[config.mk]
export PLATFORM = sky130hd
export DESIGN_NAME = adcslp_ctrl
export DESIGN_NICKNAME = d
export VERILOG_FILES = /design/src/hw/adcslp_pkg.sv /design/src/hw/adcslp_ctrl.sv
export SDC_FILE = /design/constraint.sdc
export NUM_CORES = 1
export LEC_CHECK = 0
export BUFFER_PORTS_ARGS = -buffer_cell sky130_fd_sc_hd__buf_2
export CAP_MARGIN = 20
export CORE_MARGIN = 5
export CORE_UTILIZATION = 45
export CTS_BUF_LIST = sky130_fd_sc_hd__clkbuf_2 sky130_fd_sc_hd__clkbuf_4 sky130_fd_sc_hd__clkbuf_8
export CTS_CLUSTER_DIAMETER = 80
export DETAILED_ROUTE_END_ITERATION = 7
export PLACE_DENSITY = 0.73
export SYNTH_ARGS = -nofsm -noshare
export SYNTH_HDL_FRONTEND = slang
export SYNTH_SLANG_ARGS = --single-unit
[constraint.sdc]
create_clock -name i_clock -period 2.65 [get_ports i_clock]
set_input_delay 0.53 -clock i_clock [delete_from_list [all_inputs] [get_ports i_clock]]
set_output_delay 0.53 -clock i_clock [all_outputs]
set_load 0.05 [all_outputs]
[src/hw/adcslp_pkg.sv]
// package: register map, field positions, counts and states of the sleep converter control
// Behaviour
// - noise-reduction or idle halt with converter enabled, idle and single mode starts a conversion
// - completion of a sleep-started conversion raises the completion request regardless of wakeup
// - other sleep states leave converter enable and operating state untouched
// - after completion the result stays in the low and high result byte registers
// - single-ended result is unsigned 10-bit, 0x000 ground, 0x3ff reference minus one
// - differential result is 10-bit two's complement from 0x200 to 0x1ff
// - sign bit of a differential result is one when negative, zero otherwise
// - differential inputs beyond full scale saturate at 0x1ff or 0x200
// - left adjust puts result in upper ten bits, otherwise right aligned
// - selection register is eight bits read/write, reset zero, reference/adjust/channel fields
// - channel choices include same-channel differential pairs for offset measurement
// - normal conversion takes 13 converter clocks, first after enabling takes 25
// - completion stores result, sets done flag, clears start in single mode same cycle
// - left adjust change alters result presentation immediately
package adcslp_pkg;
	// register byte offsets on the avalon slave
	localparam logic [4:0] OFF_SELECT    = 5'h00;
	localparam logic [4:0] OFF_CONTROL   = 5'h04;
	localparam logic [4:0] OFF_RES_LOW   = 5'h08;
	localparam logic [4:0] OFF_RES_HIGH  = 5'h0c;
	localparam logic [4:0] OFF_STATUS    = 5'h10;
	localparam logic [4:0] OFF_CLEAR     = 5'h14;
	localparam logic [4:0] OFF_IRQ_EN    = 5'h18;
	// field positions
	localparam int BIT_LEFT_ADJUST = 5;
	localparam int BIT_ENABLE      = 7;
	localparam int BIT_START       = 6;
	localparam int BIT_FREE_RUN    = 5;
	localparam int BIT_DONE        = 4;
	localparam int BIT_EV_DONE     = 0;
	localparam int BIT_EV_SLEEP    = 1;
	// reset values
	localparam logic [7:0] SELECT_RESET = 8'h00;
	localparam logic [1:0] IRQ_RESET    = 2'h0;
	// sleep state encodings seen from the sleep controller
	localparam logic [2:0] SLEEP_IDLE   = 3'h0;
	localparam logic [2:0] SLEEP_NOISE  = 3'h1;
	// conversion lengths in converter clocks
	localparam logic [4:0] CONV_NORMAL = 5'd13;
	localparam logic [4:0] CONV_FIRST  = 5'd25;
	// result limits
	localparam logic signed [11:0] SE_MAX   = 12'sh3ff;
	localparam logic signed [11:0] DIFF_MAX = 12'sh1ff;
	localparam logic signed [11:0] DIFF_MIN = -12'sh200;
	// conversion sequencer, gray along idle, wait, convert
	typedef enum logic [1:0] {
		ST_IDLE = 2'b00,
		ST_WAIT = 2'b01,
		ST_CONV = 2'b11
	} adcslp_state_t;
endpackage : adcslp_pkg

[src/hw/adcslp_ctrl.sv]
// module: converter control with sleep-started conversion, result formatting and avalon registers
//
// The register addresses and the Avalon-MM interface to the registers were decided locally.
module adcslp_ctrl #(
	parameter int PRESCALE = 2
) (
	// clock and reset
	input  wire logic               i_clock,
	input  wire logic               i_arst_n,
	// avalon-mm slave
	input  wire logic [4:0]         i_address,
	input  wire logic               i_read,
	input  wire logic               i_write,
	input  wire logic [31:0]        i_writedata,
	output logic      [31:0]        o_readdata,
	output logic                    o_waitrequest,
	// cpu and sleep controller
	input  wire logic [2:0]         i_sleep_mode,
	input  wire logic               i_cpu_halted,
	// converter core
	input  wire logic signed [11:0] i_sample_value,
	output logic [1:0]              o_reference_choice,
	output logic [4:0]              o_input_gain_choice,
	output logic                    o_converter_on,
	output logic                    o_converting,
	// interrupt
	output logic                    o_irq
);
	localparam int PW = $clog2(PRESCALE + 1);

	// prescaler must divide by at least one
	generate
		if (PRESCALE < 1) begin : g_bad_prescale
			$error("PRESCALE must be at least 1");
		end
	endgenerate

	// differential codes sit between the single-ended and the fixed-source choices
	function automatic logic adcslp_is_diff(input logic [4:0] mux);
		adcslp_is_diff = (mux >= 5'h08) && (mux <= 5'h1d);
	endfunction : adcslp_is_diff

	// clamp a raw sample into the code range of the chosen input kind
	function automatic logic [9:0] adcslp_format(input logic signed [11:0] v, input logic diff);
		logic signed [11:0] c;
		c = v;
		if (diff) begin
			if (v > adcslp_pkg::DIFF_MAX) c = adcslp_pkg::DIFF_MAX;
			else if (v < adcslp_pkg::DIFF_MIN) c = adcslp_pkg::DIFF_MIN;
		end else begin
			if (v > adcslp_pkg::SE_MAX) c = adcslp_pkg::SE_MAX;
			else if (v < 12'sh000) c = 12'sh000;
		end
		adcslp_format = c[9:0];
	endfunction : adcslp_format

	logic [7:0]                 select_reg;
	logic                       enable;
	logic                       start;
	logic                       free_run;
	logic                       first_conv;
	logic                       sleep_conv;
	logic                       halted_d;
	logic [1:0]                 status;
	logic [1:0]                 irq_en;
	logic [9:0]                 result;
	logic [PW-1:0]              pre_cnt;
	logic [4:0]                 cyc_cnt;
	adcslp_pkg::adcslp_state_t  state;
	adcslp_pkg::adcslp_state_t  next_state;

	// bus decode; an access completes on the cycle waitrequest is low
	wire        req      = i_read | i_write;
	wire        wr_hit   = i_write & ~o_waitrequest;
	wire        wr_sel   = wr_hit && (i_address == adcslp_pkg::OFF_SELECT);
	wire        wr_ctrl  = wr_hit && (i_address == adcslp_pkg::OFF_CONTROL);
	wire        wr_clr   = wr_hit && (i_address == adcslp_pkg::OFF_CLEAR);
	wire        wr_en    = wr_hit && (i_address == adcslp_pkg::OFF_IRQ_EN);
	wire        wd_en    = i_writedata[adcslp_pkg::BIT_ENABLE];

	// converter clock ticks only while enabled; held in reset otherwise
	wire        tick     = enable && (pre_cnt == PW'(PRESCALE - 1));

	// only idle and noise-reduction halts start a conversion, other states change nothing
	wire        quiet    = (i_sleep_mode == adcslp_pkg::SLEEP_IDLE)
	                    || (i_sleep_mode == adcslp_pkg::SLEEP_NOISE);
	wire        halt_up  = i_cpu_halted & ~halted_d;
	wire        sleep_go = quiet && halt_up && enable && !start
	                    && (state == adcslp_pkg::ST_IDLE) && !free_run;
	wire        user_go  = wr_ctrl && wd_en && i_writedata[adcslp_pkg::BIT_START];
	wire        conv_end = (state == adcslp_pkg::ST_CONV) && tick && (cyc_cnt == 5'd0);
	wire        busy     = (state != adcslp_pkg::ST_IDLE);

	// result presentation follows the live adjust bit, not the one at conversion time
	wire        left     = select_reg[adcslp_pkg::BIT_LEFT_ADJUST];
	wire [15:0] view     = left ? {result, 6'h00} : {6'h00, result};

	// completion events; sleep-started completion raises its own bit as well
	wire [1:0]  ev       = {conv_end & sleep_conv, conv_end};
	wire [1:0]  clr_bits = wr_clr ? i_writedata[1:0] : 2'h0;
	wire [1:0]  next_status = (status & ~clr_bits) | ev;

	wire [7:0]  ctrl_word = {enable, start, free_run, status[adcslp_pkg::BIT_EV_DONE],
	                         busy, 3'h0};

	// read mux; unmapped and write-only addresses read zero
	wire [7:0]  rd_byte =
		(i_address == adcslp_pkg::OFF_SELECT)   ? select_reg :
		(i_address == adcslp_pkg::OFF_CONTROL)  ? ctrl_word :
		(i_address == adcslp_pkg::OFF_RES_LOW)  ? view[7:0] :
		(i_address == adcslp_pkg::OFF_RES_HIGH) ? view[15:8] :
		(i_address == adcslp_pkg::OFF_STATUS)   ? {6'h00, status} :
		(i_address == adcslp_pkg::OFF_IRQ_EN)   ? {6'h00, irq_en} : 8'h00;

	// selection can move only while idle, waiting, or in the last converter clock
	wire        sel_open = (state != adcslp_pkg::ST_CONV) || (cyc_cnt == 5'd0);

	// sequencer next state
	always_comb begin
		next_state = state;
		case (state)
			adcslp_pkg::ST_IDLE: begin
				if (start) next_state = adcslp_pkg::ST_WAIT;
			end
			adcslp_pkg::ST_WAIT: begin
				if (tick) next_state = adcslp_pkg::ST_CONV;
			end
			adcslp_pkg::ST_CONV: begin
				if (conv_end && !free_run) next_state = adcslp_pkg::ST_IDLE;
			end
			default: next_state = adcslp_pkg::ST_IDLE;
		endcase
		if (!enable) next_state = adcslp_pkg::ST_IDLE; // disabling aborts a conversion
	end

	// bus handshake: one wait cycle, then a one-cycle answer
	always_ff @(posedge i_clock or negedge i_arst_n) begin
		if (!i_arst_n) begin
			o_waitrequest <= 1'b1;
			o_readdata    <= 32'h0000_0000;
		end else begin
			o_waitrequest <= !(req && o_waitrequest);
			if (req && o_waitrequest) o_readdata <= {24'h00_0000, rd_byte};
		end
	end

	// selection register, all bits read/write
	always_ff @(posedge i_clock or negedge i_arst_n) begin
		if (!i_arst_n) select_reg <= adcslp_pkg::SELECT_RESET;
		else if (wr_sel) select_reg <= i_writedata[7:0];
	end

	// enable, mode and first-conversion tracking
	always_ff @(posedge i_clock or negedge i_arst_n) begin
		if (!i_arst_n) begin
			enable     <= 1'b0;
			free_run   <= 1'b0;
			first_conv <= 1'b0;
		end else begin
			if (wr_ctrl) begin
				enable   <= wd_en;
				free_run <= i_writedata[adcslp_pkg::BIT_FREE_RUN];
			end
			if (wr_ctrl && wd_en && !enable) first_conv <= 1'b1;
			else if (state == adcslp_pkg::ST_WAIT && tick) first_conv <= 1'b0;
		end
	end

	// start bit: set by software or sleep halt, cleared at single-mode completion
	always_ff @(posedge i_clock or negedge i_arst_n) begin
		if (!i_arst_n) begin
			start      <= 1'b0;
			sleep_conv <= 1'b0;
			halted_d   <= 1'b0;
		end else begin
			halted_d <= i_cpu_halted;
			if (wr_ctrl && !wd_en) start <= 1'b0;
			else if (user_go || sleep_go) start <= 1'b1;
			else if (conv_end && !free_run) start <= 1'b0;
			if (sleep_go) sleep_conv <= 1'b1;
			else if (conv_end || !enable) sleep_conv <= 1'b0;
		end
	end

	// prescaler, held at zero while the converter is off
	always_ff @(posedge i_clock or negedge i_arst_n) begin
		if (!i_arst_n) pre_cnt <= '0;
		else if (!enable || tick) pre_cnt <= '0;
		else pre_cnt <= pre_cnt + PW'(1);
	end

	// sequencer and converter clock count
	always_ff @(posedge i_clock or negedge i_arst_n) begin
		if (!i_arst_n) begin
			state   <= adcslp_pkg::ST_IDLE;
			cyc_cnt <= 5'd0;
		end else begin
			state <= next_state;
			if (state == adcslp_pkg::ST_WAIT && tick) begin
				cyc_cnt <= (first_conv ? adcslp_pkg::CONV_FIRST
				                       : adcslp_pkg::CONV_NORMAL) - 5'd1;
			end else if (conv_end) begin
				cyc_cnt <= adcslp_pkg::CONV_NORMAL - 5'd1;
			end else if (state == adcslp_pkg::ST_CONV && tick) begin
				cyc_cnt <= cyc_cnt - 5'd1;
			end
		end
	end

	// result capture at completion, kept until the next completion
	always_ff @(posedge i_clock or negedge i_arst_n) begin
		if (!i_arst_n) result <= 10'h000;
		else if (conv_end) result <= adcslp_format(i_sample_value,
		                                          adcslp_is_diff(o_input_gain_choice));
	end

	// channel and reference go to the core through a lock, so a mid-conversion write waits
	always_ff @(posedge i_clock or negedge i_arst_n) begin
		if (!i_arst_n) begin
			o_reference_choice  <= 2'h0;
			o_input_gain_choice <= 5'h00;
		end else if (sel_open) begin
			o_reference_choice  <= select_reg[7:6];
			o_input_gain_choice <= select_reg[4:0];
		end
	end

	// sticky status, enables and interrupt; a new event beats a clear in the same cycle
	always_ff @(posedge i_clock or negedge i_arst_n) begin
		if (!i_arst_n) begin
			status         <= adcslp_pkg::IRQ_RESET;
			irq_en         <= adcslp_pkg::IRQ_RESET;
			o_irq          <= 1'b0;
			o_converter_on <= 1'b0;
			o_converting   <= 1'b0;
		end else begin
			status         <= next_status;
			if (wr_en) irq_en <= i_writedata[1:0];
			o_irq          <= |(next_status & irq_en);
			o_converter_on <= enable;
			o_converting   <= (next_state == adcslp_pkg::ST_CONV);
		end
	end

endmodule : adcslp_ctrl

==> flow_summary_export.csv, run 1 <==
group,metric,value,unit
status,status,"completed",
global_route,track_usage,15.6,%
sta,skew,0.00304,ns
power_and_ir_drop,power_frac_seq,47.4,%
logic_synthesis,ys_types,43,
sta,fin_setup_tns,0,ns
worst_hold_path,hp-class,"in -> async",
critical_path,cp.arrival,2.21,ns
global_route,grt_pass1_vias,2168,
power_and_ir_drop,p_int,0.00161,W
placed_design,hpwl,4920,um
power_and_ir_drop,p_leak,1.60,nW
logic_synthesis,async_flop_share,100,%
clocking,cts_resized,0,
clocking,htreeDepth,2,
placed_design,port_buffers,50,
detailed_routing,antenna_left,0,
placed_design,globalplace.congestion,0.854,
sta,setup_violations,0,
logic_synthesis,ys_seq_area_share,48.4,%
detailed_routing,vias,2235,
detailed_routing,drt_iter0_drc,156,
logic_synthesis,synth_area_leaders,"dfrtp_1 (47%), mux2_2 (7.8%), buf_4 (6.2%)",
sta,fmax,496,MHz
power_and_ir_drop,p_sw,0.00103,W
sta,period_needed,2.02,ns
detailed_routing,wl_per_cell,14.9,um
cells_and_area,seq_area,1400,sq um
detailed_routing,wl,6240,um
detailed_routing,drc,0,
floorplan,dieArea,8150,sq um
detailed_routing,drt-pass1-iter-count,4,
critical_path,crit_type,"reg -> reg",
logic_synthesis,synth_top_cell_area_share,47.5,%
power_and_ir_drop,swShare,39.0,%
logic_synthesis,yosys_warnings,0,
critical_path,cp_max_fo,7,
global_route,grt_overflow,0,
logic_synthesis,ys_seq_elements,56,
cells_and_area,area_growth,12.9,%
clocking,cts_num_sinks,56,
logic_synthesis,syn-cell-area,2900,sq um
clocking,clk_latency,0.30,ns
global_route,grt_max_degree,31,
floorplan,design.core.area,6310,sq um
critical_path,crit_path_start_kind,"register",
power_and_ir_drop,p_comb_share,34.1,%
floorplan,ios,100,
detailed_routing,via_per_inst,5.32,
clocking,cts-buffers-inserted,5,
critical_path,endpoint_kind,"register",
logic_synthesis,yosys.area.top_type,"dfrtp_1",
logic_synthesis,synth_flop_cell,"dfrtp_1",
critical_path,worstPathRequired,2.84,ns
clocking,path_clk_slew,0.09,ns
cells_and_area,drive_above_1_share,26.5,%
sta,slew_violations,0,
cells_and_area,final.fill_count,605,
placed_design,dpl_cell_area,3180,sq um
sta,grt_setup_unrepaired,"false",
logic_synthesis,avgSynthCellArea,10.0,sq um
sta,slew_headroom,49.1,%
power_and_ir_drop,p_clk_share,18.5,%
power_and_ir_drop,ir_worst_vdd,0.000349,V
floorplan,num_rows,29,
cells_and_area,antenna_cells,0,
sta,finalHoldViolations,0,
cells_and_area,largest_register_ffs,10,
logic_synthesis,synth_common_cells,"dfrtp_1 (55), nand2_1 (27), nor2_1 (27), buf_4 (24), o21ai_0 (21)",
clocking,cts-root-buf,"clkbuf_8",
global_route,antenna_found_initial,0,
clocking,cts_tree,"done",
cells_and_area,finalInstanceArea,3280,sq um
cells_and_area,nNetsFinal,403,
power_and_ir_drop,p_per_area,805,nW/um^2
sta,worst_pin_slew,0.755,ns
logic_synthesis,yosysMostFrequentCell,"dfrtp_1",
cells_and_area,multi_input_area,1340,sq um
clocking,ctsHoldBuffers,0,
floorplan,die_height,90.3,um
global_route,grt_pass1_wl,10500,um
logic_synthesis,synth_enable_flop_cells,0,
clocking,cts_setup_buffers,0,
floorplan,start_util,45.9,%
floorplan,fp.dieW,90.3,um
flow_run,drv_cap,0,
clocking,clock_path_buffers,2,
logic_synthesis,syn_inst,290,
sta,finalCritPeriodShare,76.1,%
-- cells in the final DEF (no fill, tap or decap), drive strengths merged, types with 2 or more instances in the layout --
master   count
clkbuf       7
nor2b        8
inv          7
o21ai       22
dfrtp       55
conb        24
a21oi       13
nor3         7
nor4b        5
and3         2
nand3        9
buf         57
nand2       27
nand4        3
and2         2
nor2        27
mux2        20
o22ai        2
a22oi        3
nand2b       2
a22o         6
o2bb2ai      2
and3b        3
mux2i        5
ha           3
o31ai        7
a31o         2
-- layer usage --
layer,vias up,GRT usage (%),wire length [um]
li1,1088,-,-
met1,1067,21.4,2790
met2,72,24.7,2920
met3,8,3.25,464
met4,0,4.84,78
met5,-,0,0
-- layout make-up --
cell class | count | share of cell area (%)
Inverter | 7 | 0.802
Sequential cell | 56 | 42.8
Tap cell | 77 | 2.94
Timing Repair Buffer | 57 | 9.63
Clock buffer | 7 | 2.94
Multi-Input combinational cell | 216 | 40.9
-- stage by stage --
step	util (%)	hold slack, ns	setup slack [ns]	instances	power (W)
after floorplan	-	0.234	0.653	313	0.00195
after global placement	50.4	0.420	0.442	413	0.00214
after detailed placement	50.4	0.436	0.395	413	0.00218
after CTS	51.9	0.284	0.602	420	0.00266
after global routing	51.9	0.314	0.488	420	0.00281
final	51.9	0.258	0.635	420	0.00264
-- final timing paths --
check	cells past startpoint	slack, ns	from	to
hold reg to reg	1	0.44	pre_cnt[0]	pre_cnt[0]
setup / recovery	7	0.63	cyc_cnt[0]	o_reference_choice[0]
min in group i_clock	1	0.35	i_cpu_halted	halted_d
hold / removal	1	0.26	i_arst_n	o_reference_choice[1]
setup reg to reg	7	0.63	cyc_cnt[0]	o_reference_choice[0]
max in group asynchronous	2	1.75	i_arst_n	o_waitrequest
-- worst max-delay path, cell delays in order (launching register included) --
cell     delay [ns]
dfrtp_1        0.36
inv_1          0.08
ha_1           0.22
nor4b_1        0.14
buf_4          0.15
nor2b_1        0.25
nand2_1        0.33
mux2_2         0.37
-- logic make-up (layout without fill, tap and decap cells) --
group                      after synthesis  count (layout)  share of synthesized area [%]
and+or+nand+nor                        101             101                           18.2
AOI/OAI and AO/OA                       63              63                           14.1
DFF                                     56              56                           48.4
buffers and inverters                   41              71                           8.46
muxes                                   25              25                           9.49
adders and majority gates                3               3                           1.29
other                                    1              24                          0.129
-- power groups by stage --
| stage | Sequential [W] | Combinational, W | Clock (W) |
|---|---|---|---|
| after floorplan | 0.00138 | 0.000568 | 0 |
| after global placement | 0.00126 | 0.000880 | 0 |
| after detailed placement | 0.00127 | 0.000907 | 0 |
| after CTS | 0.00125 | 0.000909 | 0.000503 |
| after global routing | 0.00128 | 0.000989 | 0.000538 |
| final | 0.00125 | 0.000898 | 0.000489 |
No activity file was read; power rests on OpenSTA's default activity.
==> run 2: changes to the inputs <==
--- a/config.mk
+++ b/config.mk
@@ -5,6 +5,7 @@
 export SDC_FILE = /design/constraint.sdc
 export NUM_CORES = 1
 export LEC_CHECK = 0
+export ABC_AREA = 1
 export BUFFER_PORTS_ARGS = -buffer_cell sky130_fd_sc_hd__buf_2
 export CAP_MARGIN = 20
 export CORE_MARGIN = 5
@@ -12,7 +13,7 @@
 export CTS_BUF_LIST = sky130_fd_sc_hd__clkbuf_2 sky130_fd_sc_hd__clkbuf_4 sky130_fd_sc_hd__clkbuf_8
 export CTS_CLUSTER_DIAMETER = 80
 export DETAILED_ROUTE_END_ITERATION = 7
-export PLACE_DENSITY = 0.73
+export PLACE_DENSITY = 0.72
 export SYNTH_ARGS = -nofsm -noshare
 export SYNTH_HDL_FRONTEND = slang
 export SYNTH_SLANG_ARGS = --single-unit
==> constraint.sdc (replaced) <==
create_clock -name i_clock -period 1.9 [get_ports i_clock]
set_input_delay 0.38 -clock i_clock [delete_from_list [all_inputs] [get_ports i_clock]]
set_output_delay 0.38 -clock i_clock [all_outputs]
set_load 0.05 [all_outputs]
==> run 2 against run 1 <==
Effect of this change:
- count of clock-buffer cells in the layout fell by 2
- flip-flop and latch count did not move
- critical path type unchanged
- total power rose by 50%
- global-route usage rose by 1.3 points
- routed wire length rose by 7.9%
- largest power group unchanged
- critical endpoint is now result[1]
==> flow_summary_export.csv, run 2 <==
group,metric,value,unit
global_route,grt_max_degree,25,
critical_path,worstPathRequired,2.09,ns
critical_path,endpoint_kind,"register",
critical_path,crit_family,"simple AND/OR/NAND/NOR gates",
clocking,cts-root-buf,"clkbuf_8",
logic_synthesis,synth_compound_area_share,15.8,%
logic_synthesis,synth_top_cell_area_share,44.4,%
global_route,grt_overflow,0,
logic_synthesis,synth_enable_flop_cells,0,
cells_and_area,multi_input_area,1360,sq um
placed_design,globalplace.congestion,0.891,
clocking,cts_tree,"done",
detailed_routing,vias,2606,
floorplan,fp.dieW,93.0,um
cells_and_area,largest_register_ffs,10,
critical_path,crit_type,"reg -> reg",
cells_and_area,final_cells,520,
critical_path,timing.rr.start,"pre_cnt[1]",
floorplan,ios,100,
cells_and_area,seq_area,1400,sq um
critical_path,path_cells,"inv_1 -> ha_1 -> nand2_2 -> nor2_4 -> inv_2 -> nor2_8 -> inv_4 -> a21oi_1 -> a22oi_2",
sta,setup_violations,0,
critical_path,cp_num_buf_inv,3,
sta,fmax,620,MHz
clocking,cts-buffers-inserted,5,
sta,finalHoldViolations,0,
logic_synthesis,synth.area.mux_share,2.54,%
critical_path,startpoint,"pre_cnt[1]",
sta,period_needed,1.61,ns
clocking,ctsHoldBuffers,0,
logic_synthesis,async_flop_share,100,%
logic_synthesis,yosys.area.top_type,"dfrtp_1",
sta,slew_violations,0,
logic_synthesis,syn_inst,384,
cells_and_area,antenna_cells,0,
placed_design,dp_cells,512,
critical_path,cp.arrival,1.81,ns
critical_path,cp_slowest_cell,"dfrtp_1",
power_and_ir_drop,p_leak,1.87,nW
placed_design,port_buffers,50,
detailed_routing,drc,0,
status,status,"completed",
detailed_routing,drt-pass1-iter-count,4,
critical_path,crit_path_start_kind,"register",
power_and_ir_drop,ir_worst_vdd,0.000319,V
cells_and_area,nNetsFinal,499,
detailed_routing,wl,6740,um
logic_synthesis,ys_seq_elements,56,
critical_path,r2r-end,"result[1]",
global_route,grt_pass1_wl,11800,um
logic_synthesis,synth_common_cells,"nand2_1 (79), dfrtp_1 (55), inv_1 (47), a21oi_1 (39), nor2_1 (32)",
global_route,grt_pass1_vias,2521,
logic_synthesis,ys_seq_area_share,45.2,%
power_and_ir_drop,p_per_area,1130,nW/um^2
logic_synthesis,yosysMostFrequentCell,"nand2_1",
clocking,clk_latency,0.31,ns
floorplan,start_util,45.9,%
clocking,path_clk_slew,0.10,ns
cells_and_area,most-common-layout-cells,"nand2_1 (79), dfrtp_1 (55), buf_2 (50)",
worst_hold_path,hp-class,"in -> async",
sta,skew,0.00501,ns
logic_synthesis,synth_top_family_by_area,"simple AND/OR/NAND/NOR gates",
global_route,antenna_found_initial,0,
sta,grt_setup_unrepaired,"false",
critical_path,cp_max_fo,19,
clocking,htreeDepth,2,
floorplan,num_rows,30,
logic_synthesis,synth_flop_cell,"dfrtp_1",
sta,fin_setup_tns,0,ns
logic_synthesis,ys_types,36,
logic_synthesis,synth-xor-area-share,0.282,%
logic_synthesis,synth_area_leaders,"dfrtp_1 (44%), nand2_1 (9.6%), a21oi_1 (6.3%)",
clocking,clock_path_buffers,2,
cells_and_area,final_common_cell,"nand2_1",
floorplan,design.core.area,6760,sq um
sta,slew_headroom,61.0,%
sta,finalCritPeriodShare,84.9,%
placed_design,hpwl,5320,um
flow_run,drv_cap,0,
logic_synthesis,synthAdderAreaFrac,1.21,%
detailed_routing,antenna_left,0,
clocking,cts_setup_buffers,0,
cells_and_area,drive_above_1_share,20.2,%
cells_and_area,final.fill_count,661,
logic_synthesis,avgSynthCellArea,8.07,sq um
clocking,cts_num_sinks,56,
logic_synthesis,yosys_warnings,0,
floorplan,dieArea,8650,sq um
detailed_routing,wl_per_cell,13.0,um
critical_path,r2r_slack,0.29,ns
floorplan,die_height,93.0,um
sta,worst_pin_slew,0.585,ns
detailed_routing,drt_iter0_drc,121,
logic_synthesis,syn-cell-area,3100,sq um
critical_path,r2r_cells,9,
clocking,cts_resized,0,
detailed_routing,via_per_inst,5.01,
logic_synthesis,yosys.area_share.simple,21.1,%
global_route,track_usage,16.8,%
cells_and_area,area_growth,12.6,%
critical_path,slowest_delay,0.37,ns
==> run 2: changes by cell type after synthesis, sizes merged, moves of 7 or more <==
cell,delta
nand2,+54
mux2,-13
nand4,+7
inv,+42
nor2b,-8
o21ai,+9
clkbuf,-7
a21oi,+27
nor2,+9
==> run 2: layout make-up <==
cell class / count / share of cell area (%)
sequential: 56 / 40.2
tap: 80 / 2.87
timing repair buffer: 58 / 9.25
multi-input combinational: 267 / 38.9
clock buffer: 5 / 1.97
inverter: 51 / 5.56
clock inverter: 3 / 1.22
==> run 2: worst max-delay path by stage <==
stage,endpoint,slack [ns],cells past startpoint
6_report,result[1],0.29,9
2_1_floorplan,select_reg[2],0.46,3
4_1_cts,result[1],0.28,9
5_1_grt,start,0.1,11
3_5_place_dp,select_reg[2],0.25,6
3_3_place_gp,select_reg[2],0.28,6
==> run 2: per-stage QoR <==
stage	hold slack [ns]	total power (W)	util [%]	worst slack [ns]	area, sq um
5_1_grt	0.0926	0.00425	51.6	0.0975	3490
6_report	0.0598	0.00396	51.6	0.287	3490
4_1_cts	0.0748	0.00399	51.6	0.284	3490
3_5_place_dp	0.415	0.00321	50.0	0.246	3380
3_3_place_gp	0.413	0.00317	50.0	0.277	3380
2_1_floorplan	0.0844	0.00287	-	0.464	3190
==> run 2: logic make-up (layout without fill, tap and decap cells) <==
kind of cell | count (synthesis) | after routing
buffers and inverters | 84 | 117
AND/OR/NAND/NOR | 147 | 147
flip-flops | 56 | 56
multiplexers | 7 | 7
XOR/XNOR | 1 | 1
adder cells (fa/ha/maj) | 3 | 3
AO/OA/AOI/OAI | 85 | 85
other | 1 | 24
==> run 2: power breakdown <==
part | internal [W] | switching (W)
clock | 0.000390 | 0.000381
sequential | 0.00150 | 0.000215
combinational | 0.000443 | 0.00103
==> run 2: per-layer routing <==
layer / wire (um) / GRT usage (%) / vias up
li1: - / - / 1318
met5: 0 / 0 / -
met2: 3180 / 27.2 / 71
met4: 89 / 5.49 / 0
met1: 3110 / 23.1 / 1211
met3: 356 / 2.82 / 6
==> run 3: changes to the inputs <==
==> constraint.sdc (replaced) <==
create_clock -name i_clock -period 1.6 [get_ports i_clock]
set_input_delay 0.32 -clock i_clock [delete_from_list [all_inputs] [get_ports i_clock]]
set_output_delay 0.32 -clock i_clock [all_outputs]
set_load 0.05 [all_outputs]
==> run 3 against run 2 <==
Effect of this change:
- maximum frequency is 3.6% higher
- final cell count up 0.96%
- combinational power is 24% higher
- flip-flop and latch count stayed put
- clock skew is essentially flat
- worst setup slack worse by 0.24 ns
- critical endpoint is now o_reference_choice[0]
==> flow_summary_export.csv, run 3 (synthesis results as in run 2) <==
group,metric,value,unit
status,status,"completed",
power_and_ir_drop,p_leak,1.89,nW
detailed_routing,drc,0,
sta,fmax,642,MHz
sta,slew_violations,0,
clocking,cts_num_sinks,56,
sta,slew_headroom,65.0,%
global_route,antenna_found_initial,0,
critical_path,cp_max_fo,9,
global_route,grt_overflow,0,
sta,skew,0.00543,ns
power_and_ir_drop,swShare,41.1,%
critical_path,crit_path_start_kind,"register",
sta,finalHoldViolations,0,
power_and_ir_drop,p_sw,0.00196,W
floorplan,fp.dieW,93.0,um
cells_and_area,area_growth,14.4,%
global_route,grt_max_degree,57,
clocking,path_clk_slew,0.10,ns
global_route,grt_pass1_vias,2533,
cells_and_area,drive_above_1_share,21.8,%
clocking,clk_latency,0.31,ns
floorplan,design.core.area,6760,sq um
cells_and_area,largest_register_ffs,10,
sta,period_needed,1.56,ns
flow_run,drv_cap,0,
power_and_ir_drop,p_int,0.00281,W
placed_design,dpl_cell_area,3410,sq um
detailed_routing,wl_per_cell,12.9,um
power_and_ir_drop,p_total,0.00477,W
detailed_routing,antenna_left,0,
floorplan,start_util,45.9,%
clocking,cts_setup_buffers,0,
floorplan,ios,100,
detailed_routing,vias,2566,
detailed_routing,via_per_inst,4.89,
floorplan,num_rows,30,
detailed_routing,drt-pass1-iter-count,5,
floorplan,die_height,93.0,um
sta,grt_setup_unrepaired,"true",
detailed_routing,wl,6780,um
clocking,htreeDepth,2,
detailed_routing,dr_wl_met2,3320,um
cells_and_area,most-common-layout-cells,"nand2_1 (78), dfrtp_1 (55), buf_2 (50)",
cells_and_area,antenna_cells,0,
clocking,clock_path_buffers,2,
global_route,grt_pass1_wl,11500,um
critical_path,cp.arrival,1.75,ns
critical_path,worstPathRequired,1.80,ns
cells_and_area,nNetsFinal,504,
cells_and_area,fin_util,52.5,%
critical_path,endpoint_kind,"register",
power_and_ir_drop,ir_worst_vdd,0.000531,V
sta,finalCritPeriodShare,97.3,%
detailed_routing,maxUsedRoutingLayer,"met4",
worst_hold_path,hp-class,"in -> reg",
global_route,track_usage,16.5,%
cells_and_area,finalInstanceArea,3550,sq um
detailed_routing,drt_iter0_drc,126,
cells_and_area,final.fill_count,670,
floorplan,dieArea,8650,sq um
sta,worst_pin_slew,0.522,ns
detailed_routing,wl_met3,341,um
clocking,cts-root-buf,"clkbuf_8",
detailed_routing,drt-met1-wl,3050,um
placed_design,port_buffers,50,
power_and_ir_drop,p_comb_share,38.2,%
clocking,cts-buffers-inserted,5,
placed_design,globalplace.congestion,0.865,
sta,setup_violations,0,
critical_path,crit_type,"reg -> reg",
power_and_ir_drop,p_per_area,1350,nW/um^2
placed_design,hpwl,5210,um
power_and_ir_drop,power_frac_seq,42.4,%
cells_and_area,final_common_cell,"nand2_1",
clocking,cts_tree,"done",
power_and_ir_drop,p_clk_share,19.4,%
[run 3: power groups by stage]
stage	Combinational (W)	Sequential, W	Clock, W
final	0.00182	0.00203	0.000924
after global routing	0.00201	0.00208	0.00101
after CTS	0.00181	0.00203	0.000947
after detailed placement	0.00179	0.00205	0
after global placement	0.00174	0.00204	0
after floorplan	0.00108	0.00233	0
[run 3: repair_timing]
item	in CTS	in global routing
hold buffers	1	0
resized for setup	0	5
setup endpoints to repair	0	14
hold endpoints to repair	1	0
[run 3: final timing paths]
path | startpoint | slack [ns] | end | cells past startpoint
worst max register to register | cyc_cnt[0] | 0.04 | o_reference_choice[0] | 5
max in group asynchronous | i_arst_n | 0.79 | o_waitrequest | 3
min in group asynchronous | i_arst_n | 0.53 | cyc_cnt[1] | 3
worst max-delay path | cyc_cnt[0] | 0.04 | o_reference_choice[0] | 5
worst min register to register | pre_cnt[0] | 0.45 | pre_cnt[0] | 1
worst min-delay path | i_cpu_halted | 0.13 | halted_d | 1
[run 3: per-layer routing]
layer | up-vias | track usage (%)
li1 | 1323 | -
met1 | 1177 | 21.5
met2 | 60 | 28.4
met3 | 6 | 3.06
met4 | 0 | 3.79
met5 | - | 0
[run 3: cell type report]
type	count	area, sq um	share of cell area (%)
clock buffer	5	68.8	1.94
clock inverter	3	42.5	1.20
inverter	51	194	5.47
multi-input combinational	267	1380	38.8
sequential	56	1400	39.5
tap	80	100	2.82
timing repair buffer	63	363	10.2
[run 3: critical path: stages, from the launching register on]
cell	delay (ns)
dfrtp_1	0.40
inv_1	0.12
ha_2	0.22
nand3_4	0.13
nand2_2	0.20
mux2_2	0.37
[run 3: through the flow]
| step | setup TNS, ns | worst slack (ns) | instances | hold WS [ns] |
|---|---|---|---|---|
| 2_1_floorplan | 0 | 0.164 | 407 | 0.0244 |
| 3_3_place_gp | 0 | 0.0938 | 516 | 0.341 |
| 3_5_place_dp | 0 | 0.0378 | 516 | 0.341 |
| 4_1_cts | 0 | 0.0107 | 525 | 0.117 |
| 5_1_grt | -0.147 | -0.0318 | 525 | 0.114 |
| 6_report | 0 | 0.0431 | 525 | 0.128 |
